File: config.mk
export PLATFORM = sky130hd
export DESIGN_NAME = status_indicator_relay
export DESIGN_NICKNAME = d
export VERILOG_FILES = /design/src/design/status_indicator_pkg.sv /design/src/design/flash_if.sv /design/src/design/flash_gen.sv /design/src/design/status_indicator_relay.sv
export VERILOG_INCLUDE_DIRS = /design/src /design/src/design
export SDC_FILE = /design/constraint.sdc
export NUM_CORES = 1
export LEC_CHECK = 0
export ABC_AREA = 1
export ABC_CLOCK_PERIOD_IN_PS = 2600
export BUFFER_PORTS_ARGS = -buffer_cell sky130_fd_sc_hd__clkbuf_2
export CORE_MARGIN = 1.5
export CORE_UTILIZATION = 60
export CTS_CLUSTER_SIZE = 10
export DETAILED_ROUTE_END_ITERATION = 7
export PLACE_DENSITY = 0.8
export REMOVE_ABC_BUFFERS = 1
export SYNTH_ARGS = -nofsm -noshare
export SYNTH_HDL_FRONTEND = slang
export SYNTH_SLANG_ARGS = --single-unit
File: constraint.sdc
create_clock -name clock -period 2.6 [get_ports clock]
set_clock_uncertainty 0.15 [all_clocks]
set_input_delay 0.26 -clock clock [delete_from_list [all_inputs] [get_ports clock]]
set_output_delay 0.26 -clock clock [all_outputs]
set_load 0.05 [all_outputs]
File: src/design/status_indicator_defines.svh
/*
 * Constants for the network indicator and relay logic: flash timing,
 * clock rate and counter sizes.
 * Assumes inclusion by bare name from every file that needs them.
 */
`ifndef STATUS_INDICATOR_DEFINES_SVH
`define STATUS_INDICATOR_DEFINES_SVH

// System clock rate in Hz
`define SYS_CLOCK_HZ 200000000
// Half flash period (on time, equal to off time) in milliseconds
`define NET_FLASH_HALF_MS 500
// Half flash period in clock cycles
`define NET_FLASH_HALF_CYCLES ((`SYS_CLOCK_HZ / 1000) * `NET_FLASH_HALF_MS)
// Width of the timed-out owner connection counter
`define EO_COUNT_WIDTH 4
// Reset value of the relay drive: contact open
`define RELAY_RESET 1'b0

`endif

File: src/design/status_indicator_pkg.sv
/*
 * Types shared by the indicator logic: the charge state code from the
 * charge controller and the states of the network indicator.
 * Assumes nothing of its surroundings.
 */
package status_indicator_pkg;

    typedef enum logic [2:0] {
        chg_none,
        chg_charging,
        chg_charged,
        chg_discharging,
        chg_discharged
    } charge_state_e;

    typedef enum logic [2:0] {
        net_off,
        net_flash_green,
        net_steady_green,
        net_flash_red,
        net_steady_red
    } net_state_e;

endpackage : status_indicator_pkg

File: src/design/flash_if.sv
/*
 * Link between the indicator state machine and the flash generator.
 * Assumes both ends share one clock.
 */
`timescale 1ns/1ps
`default_nettype none

interface flash_if;
    logic restart;
    logic phase;
    modport ctrl (output restart, input phase);
    modport gen  (input restart, output phase);
endinterface : flash_if

`default_nettype wire

File: src/design/flash_gen.sv
/*
 * Common flash timebase: phase is high for HALF_CYCLES cycles, then low
 * for HALF_CYCLES cycles; a restart starts a fresh on half.
 * Assumes one clock, an asynchronous active-high reset and a clock enable.
 */
`timescale 1ns/1ps
`default_nettype none

module flash_gen #(
    parameter int unsigned HALF_CYCLES = 100000000
) (
    // Clock and reset
    input  wire logic clock,
    input  wire logic rst,
    input  wire logic clk_en,
    // Flash phase to the state machine
    flash_if.gen      fl
);
    localparam int unsigned CW = (HALF_CYCLES > 1) ? $clog2(HALF_CYCLES) : 1;
    localparam logic [CW-1:0] LAST = CW'(HALF_CYCLES - 1);

    if (HALF_CYCLES < 1) begin : g_bad_half
        $error("flash_gen: HALF_CYCLES must be at least 1");
    end

    logic [CW-1:0] cnt_q;
    logic [CW-1:0] cnt_d;
    logic          phase_q;
    logic          phase_d;

    always_comb begin
        cnt_d   = cnt_q;
        phase_d = phase_q;
        if (fl.restart) begin
            cnt_d   = '0;
            phase_d = 1'b1;
        end else if (cnt_q == LAST) begin
            cnt_d   = '0;
            phase_d = ~phase_q;
        end else begin
            cnt_d = cnt_q + 1'b1;
        end
    end

    always_ff @(posedge clock or posedge rst) begin
        if (rst) begin
            cnt_q   <= '0;
            phase_q <= 1'b1;
        end else if (clk_en) begin
            cnt_q   <= cnt_d;
            phase_q <= phase_d;
        end
    end

    assign fl.phase = phase_q;
endmodule : flash_gen

`default_nettype wire

File: src/design/status_indicator_relay.sv
/*
 * Network status indicator and relay contact drive of a DC backup supply.
 * Assumes status flags from the network stack and the charge controller
 * are synchronous to clock; event inputs are one-cycle pulses.
 */
// Notes on behaviour
// - Relay output is one normally-open contact, open whenever drive is low.
// - Drive relay when input power present or stored energy feeds output.
// - Relay on while charging, charged, discharging; off when discharged or dead.
// - Indicator dark when unpowered or no IP address configured.
// - IP set, no connections, no owner timeout: flash green.
// - Any connection established, no owner timeout: steady green.
// - Target exclusive-owner connection timeout: flash red.
// - Leave flash red only once all timed-out owner links return; the code counts at most EO_MAX lost links and saturates there.
// - Single-owner device goes steady green on next owner connection.
// - Timeouts of other connection types never cause flash red.
// - Originated or routed connection timeouts never cause flash red.
// - Duplicate IP detected (when supported): steady red.
`timescale 1ns/1ps
`default_nettype none

`include "status_indicator_defines.svh"

module status_indicator_relay #(
    parameter int unsigned FLASH_HALF_CYCLES = `NET_FLASH_HALF_CYCLES,
    parameter int unsigned EO_WIDTH          = `EO_COUNT_WIDTH,
    parameter bit          SINGLE_EO         = 1'b0
) (
    // Clock, reset and enable
    input  wire logic                               clock,
    input  wire logic                               rst,
    input  wire logic                               clk_en,
    // Power and charge controller status
    input  wire logic                               unit_powered,
    input  wire logic                               input_power_present,
    input  wire logic                               output_power_present,
    input  wire status_indicator_pkg::charge_state_e charge_state,
    // Network stack status levels
    input  wire logic                               ip_configured,
    input  wire logic                               conn_established,
    input  wire logic                               dup_ip_supported,
    input  wire logic                               dup_ip_detected,
    // Connection timeout event
    input  wire logic                               timeout_evt,
    input  wire logic                               timeout_is_eo,
    input  wire logic                               timeout_is_target,
    // Connection establish event
    input  wire logic                               establish_evt,
    input  wire logic                               establish_is_eo,
    // Indicator and relay outputs
    output logic                                    net_led_green,
    output logic                                    net_led_red,
    output logic                                    relay_contact_output
);
    localparam logic [EO_WIDTH-1:0] EO_MAX = {EO_WIDTH{1'b1}};
    localparam logic [EO_WIDTH-1:0] EO_ONE = EO_WIDTH'(1);

    if (EO_WIDTH < 1 || EO_WIDTH > 16) begin : g_bad_width
        $error("status_indicator_relay: EO_WIDTH must be 1 to 16");
    end

    flash_if fl ();

    flash_gen #(
        .HALF_CYCLES (FLASH_HALF_CYCLES)
    ) u_flash (
        .clock  (clock),
        .rst    (rst),
        .clk_en (clk_en),
        .fl     (fl)
    );

    // ------------------------------------------------------------------
    // Relay drive
    // ------------------------------------------------------------------
    logic relay_q;
    logic relay_d;
    logic power_any;
    logic charge_live;

    always_comb begin
        power_any   = input_power_present || output_power_present;
        charge_live = 1'b0;
        case (charge_state)
            status_indicator_pkg::chg_charging:    charge_live = 1'b1;
            status_indicator_pkg::chg_charged:     charge_live = 1'b1;
            status_indicator_pkg::chg_discharging: charge_live = 1'b1;
            status_indicator_pkg::chg_discharged:  charge_live = 1'b0;
            default:                               charge_live = 1'b0;
        endcase
        relay_d = power_any && charge_live;
    end

    always_ff @(posedge clock or posedge rst) begin
        if (rst) begin
            relay_q <= `RELAY_RESET;
        end else if (clk_en) begin
            relay_q <= relay_d;
        end
    end

    assign relay_contact_output = relay_q;

    // ------------------------------------------------------------------
    // Timed-out exclusive-owner connections
    // ------------------------------------------------------------------
    logic [EO_WIDTH-1:0] eo_lost_q;
    logic [EO_WIDTH-1:0] eo_lost_d;
    logic                eo_take;
    logic                eo_back;

    always_comb begin
        eo_take   = timeout_evt && timeout_is_eo && timeout_is_target;
        eo_back   = establish_evt && establish_is_eo;
        eo_lost_d = eo_lost_q;
        if (!unit_powered) begin
            eo_lost_d = '0;
        end else if (SINGLE_EO) begin
            if (eo_take) begin
                eo_lost_d = EO_ONE;
            end else if (eo_back) begin
                eo_lost_d = '0;
            end
        end else begin
            if (eo_take && !eo_back) begin
                if (eo_lost_q != EO_MAX) begin
                    eo_lost_d = eo_lost_q + EO_ONE;
                end
            end else if (!eo_take && eo_back) begin
                if (eo_lost_q != '0) begin
                    eo_lost_d = eo_lost_q - EO_ONE;
                end
            end else if (eo_take && eo_back && eo_lost_q == '0) begin
                // Set wins over a coincident return
                eo_lost_d = EO_ONE;
            end
        end
    end

    always_ff @(posedge clock or posedge rst) begin
        if (rst) begin
            eo_lost_q <= '0;
        end else if (clk_en) begin
            eo_lost_q <= eo_lost_d;
        end
    end

    // ------------------------------------------------------------------
    // Indicator state machine
    // ------------------------------------------------------------------
    status_indicator_pkg::net_state_e net_q;
    status_indicator_pkg::net_state_e net_d;
    logic                             green_q;
    logic                             green_d;
    logic                             red_q;
    logic                             red_d;
    logic                             eo_lost_any;

    always_comb begin
        eo_lost_any = (eo_lost_d != '0);
        if (!unit_powered || !ip_configured) begin
            net_d = status_indicator_pkg::net_off;
        end else if (dup_ip_supported && dup_ip_detected) begin
            net_d = status_indicator_pkg::net_steady_red;
        end else if (eo_lost_any) begin
            net_d = status_indicator_pkg::net_flash_red;
        end else if (conn_established) begin
            net_d = status_indicator_pkg::net_steady_green;
        end else begin
            net_d = status_indicator_pkg::net_flash_green;
        end
        fl.restart = (net_d != net_q);
    end

    always_comb begin
        green_d = 1'b0;
        red_d   = 1'b0;
        case (net_q)
            status_indicator_pkg::net_off: begin
                green_d = 1'b0;
                red_d   = 1'b0;
            end
            status_indicator_pkg::net_flash_green: begin
                green_d = fl.phase;
            end
            status_indicator_pkg::net_steady_green: begin
                green_d = 1'b1;
            end
            status_indicator_pkg::net_flash_red: begin
                red_d = fl.phase;
            end
            status_indicator_pkg::net_steady_red: begin
                red_d = 1'b1;
            end
            default: begin
                green_d = 1'b0;
                red_d   = 1'b0;
            end
        endcase
    end

    always_ff @(posedge clock or posedge rst) begin
        if (rst) begin
            net_q   <= status_indicator_pkg::net_off;
            green_q <= 1'b0;
            red_q   <= 1'b0;
        end else if (clk_en) begin
            net_q   <= net_d;
            green_q <= green_d;
            red_q   <= red_d;
        end
    end

    assign net_led_green = green_q;
    assign net_led_red   = red_q;
endmodule : status_indicator_relay

`default_nettype wire

==> flow_summary.ini <==
[run_status]
status = completed

[floorplan]
initial_core_util_pct = 63.3
rows = 23
die_x_um = 68.2
die_h_um = 68.2
dieArea_mm2 = 0.00465
core-area_mm2 = 0.00403
pin_count = 21

[routing]
ant_nets = 0
wl_per_cell_um = 13.0
routed_via_density = 5.45
first_pass_iters = 4
drt_iter0_markers = 169
num_vias = 2192
drc_errors = 0
totalWireLength_um = 5240

[logic_synthesis]
synth_warnings = 0
synth_edf_count = 0
ys_seq_elements = 38
yosysSeqAreaShare_pct = 37.3
synth_area_mm2 = 0.00255
yosysMostFrequentCell = nand2_1
synth-main-ff-cell = dfrtp_1
synth_top_area_share_pct = 36.3
synthTopCellsByCount = nand2_1, dfrtp_1, inv_1
synthCells = 320
synth_top_cell_by_area = dfrtp_1
avgSynthCellArea_um2 = 7.97
synth_area_leaders = dfrtp_1, nand2_1, nor2_4
async_reset_ff_share_pct = 100
synth_cell_types = 34

[global_route]
antenna_found_initial = 0
grt_pass1_wl_um = 8610
busiest_layer = met2
grt.overflow.total = 0
first_global_vias = 2049
grt_max_degree = 39
track_usage_pct = 24.6
use_met1_pct = 29.4
grtUsageMet3_pct = 5.76
grt_util_met2_pct = 43.4

[cells_and_area]
fin_area_mm2 = 0.00291
antenna_cells = 0
drive_above_1_share_pct = 27.3
post-route-util_pct = 72.2
fin_nets = 372
synthToLayoutAreaGrowth_pct = 14.1
final_cells = 402

[place]
io_buffers = 20
dp_cells = 390
hpwlAfterDp_um = 3730
placed_cell_area_mm2 = 0.00272
gp_congestion = 0.900

[critical_path]
r2r-start = eo_lost_q[0]
crit_type = reg2reg
rr_endpoint = u_flash.cnt_q[12]
worst_setup_path_end_kind = flop
required_ns = 2.68
r2r_setup_slack_ns = 0.17
r2r_cells = 14
cp.arrival_ns = 2.52
start_kind = flop
crit_fanout = 7

[min_path]
hold_start = charge_state[2]
hp-class = in2reg
holdPathStages = 2
hold_path_end = relay_contact_output

[sta]
layout_min_cycle_time_ns = 2.43
hold_ws_ns = 0.0190
period_share_pct = 93.6
slew_headroom_pct = 68.5
setup_viol = 0
worst_slew_pin_slew_ns = 0.473
max_freq_mhz = 411
hold_viol = 0
maxSlewViolCount = 0

[power_and_ir_drop]
power.total_mw = 1.45
power_density_mw_per_mm2 = 497
p_leak_nw = 1.22
max-vdd-ir-drop_uv = 373

[clocking]
cts_tree = built
cts.sinks = 38
htreeDepth = 2
root_buffer = clkbuf_8
clkLatencyLatePin_ns = 0.30
path_clk_slew_ns = 0.08
cts_made_buffers = 5
cts.path.max_buffers = 2

[job]
maxCapViolCount = 0
==> critical path, stage by stage (launching register included) <==
cell and delay [ns]:
dfrtp_1 0.41, ha_2 0.23, nand3_2 0.12, o21ai_1 0.23
a21oi_2 0.11, a21oi_2 0.19, nand3_2 0.11, nand3_2 0.07
nand2_1 0.06, nor2_2 0.15, nand3_2 0.13, nand2_2 0.11
inv_4 0.06, clkbuf_16 0.17, nor2_4 0.08
==> state kept, by name (all words and copies together), names as in the netlist <==
| name | count |
|---|---|
| eo_lost_q | 4 |
| net_led_green | 1 |
| u_flash.fl.phase | 1 |
| u_flash.cnt_q | 27 |
| net_led_red | 1 |
| relay_contact_output | 1 |
| net_q | 3 |
==> stage by stage <==
step	setup slack, ns	setup TNS [ns]
2_1_floorplan	0.103	0
3_3_place_gp	0.133	0
3_5_place_dp	0.0670	0
4_1_cts	0.0450	0
5_1_grt	-0.0165	-0.0165
6_report	0.165	0
==> routing by layer <==
metal  vias up  wire [µm]  share of wire (%)
met5         -          0                  0
met3         6        203                3.9
met2        46       2630                 50
met1      1043       2340                 45
li1       1097          -                  -
met4         0         63                1.2
==> how the worst max path moves through the flow <==
stage | start | end | slack (ns) | depth (start not counted)
after floorplan | eo_lost_q[0] | u_flash.cnt_q[10] | 0.10 | 15
after global placement | eo_lost_q[1] | u_flash.cnt_q[11] | 0.13 | 19
after detailed placement | eo_lost_q[1] | u_flash.cnt_q[10] | 0.07 | 17
after CTS | eo_lost_q[1] | u_flash.cnt_q[10] | 0.05 | 17
after global routing | u_flash.cnt_q[0] | u_flash.cnt_q[26] | -0.02 | 12
final | eo_lost_q[0] | u_flash.cnt_q[12] | 0.17 | 14
==> cell families (layout without fill, tap and decap cells) <==
family	after synthesis	in the layout	synth area share, %
simple gates	183	183	39.4
buf+inv	45	77	8.00
flops	38	38	37.3
compound gates	32	32	7.26
xor+xnor	19	19	6.53
fa+ha+maj	3	3	1.47
==> what timing repair did <==
| action | in CTS | in global routing |
|---|---|---|
| gates resized for setup | 0 | 11 |
| endpoints found under the setup margin | 0 | 24 |
| hold buffers | 1 | 0 |
| buffers inserted | 0 | 2 |
| endpoints found under the hold margin | 37 | 0 |
==> final cells by class <==
type	instances	area (µm²)
repair buffers	29	213
fillers	338	1120
flip-flops and latches	38	953
inverters	40	153
multi-input cells	237	1430
clock inverters	2	12.5
well taps	50	62.6
clock buffers	6	82.6
==> cells in the final DEF (no fill, tap or decap), types with 3 or more instances in the layout <==
cell / instances
a21oi_1: 9
buf_4: 5
clkbuf_2: 20
clkbuf_8: 6
dfrtp_1: 36
inv_1: 29
inv_2: 10
nand2_1: 82
nand3_1: 18
nand3_2: 7
nand4_1: 11
nor2_1: 18
nor2_2: 5
nor2_4: 21
nor3_1: 10
nor3_2: 3
nor4_1: 3
o21ai_0: 12
xnor2_1: 3
xor2_1: 15
==> power by group <==
part           leakage, nW  internal [mW]  total (mW)  switching [mW]
Combinational        0.658          0.130       0.354           0.224
Clock               0.0472          0.213       0.427           0.214
Sequential           0.518          0.632       0.664          0.0330
Total                 1.22          0.975        1.45           0.471
Note: power is estimated with default switching activity, not from simulation.
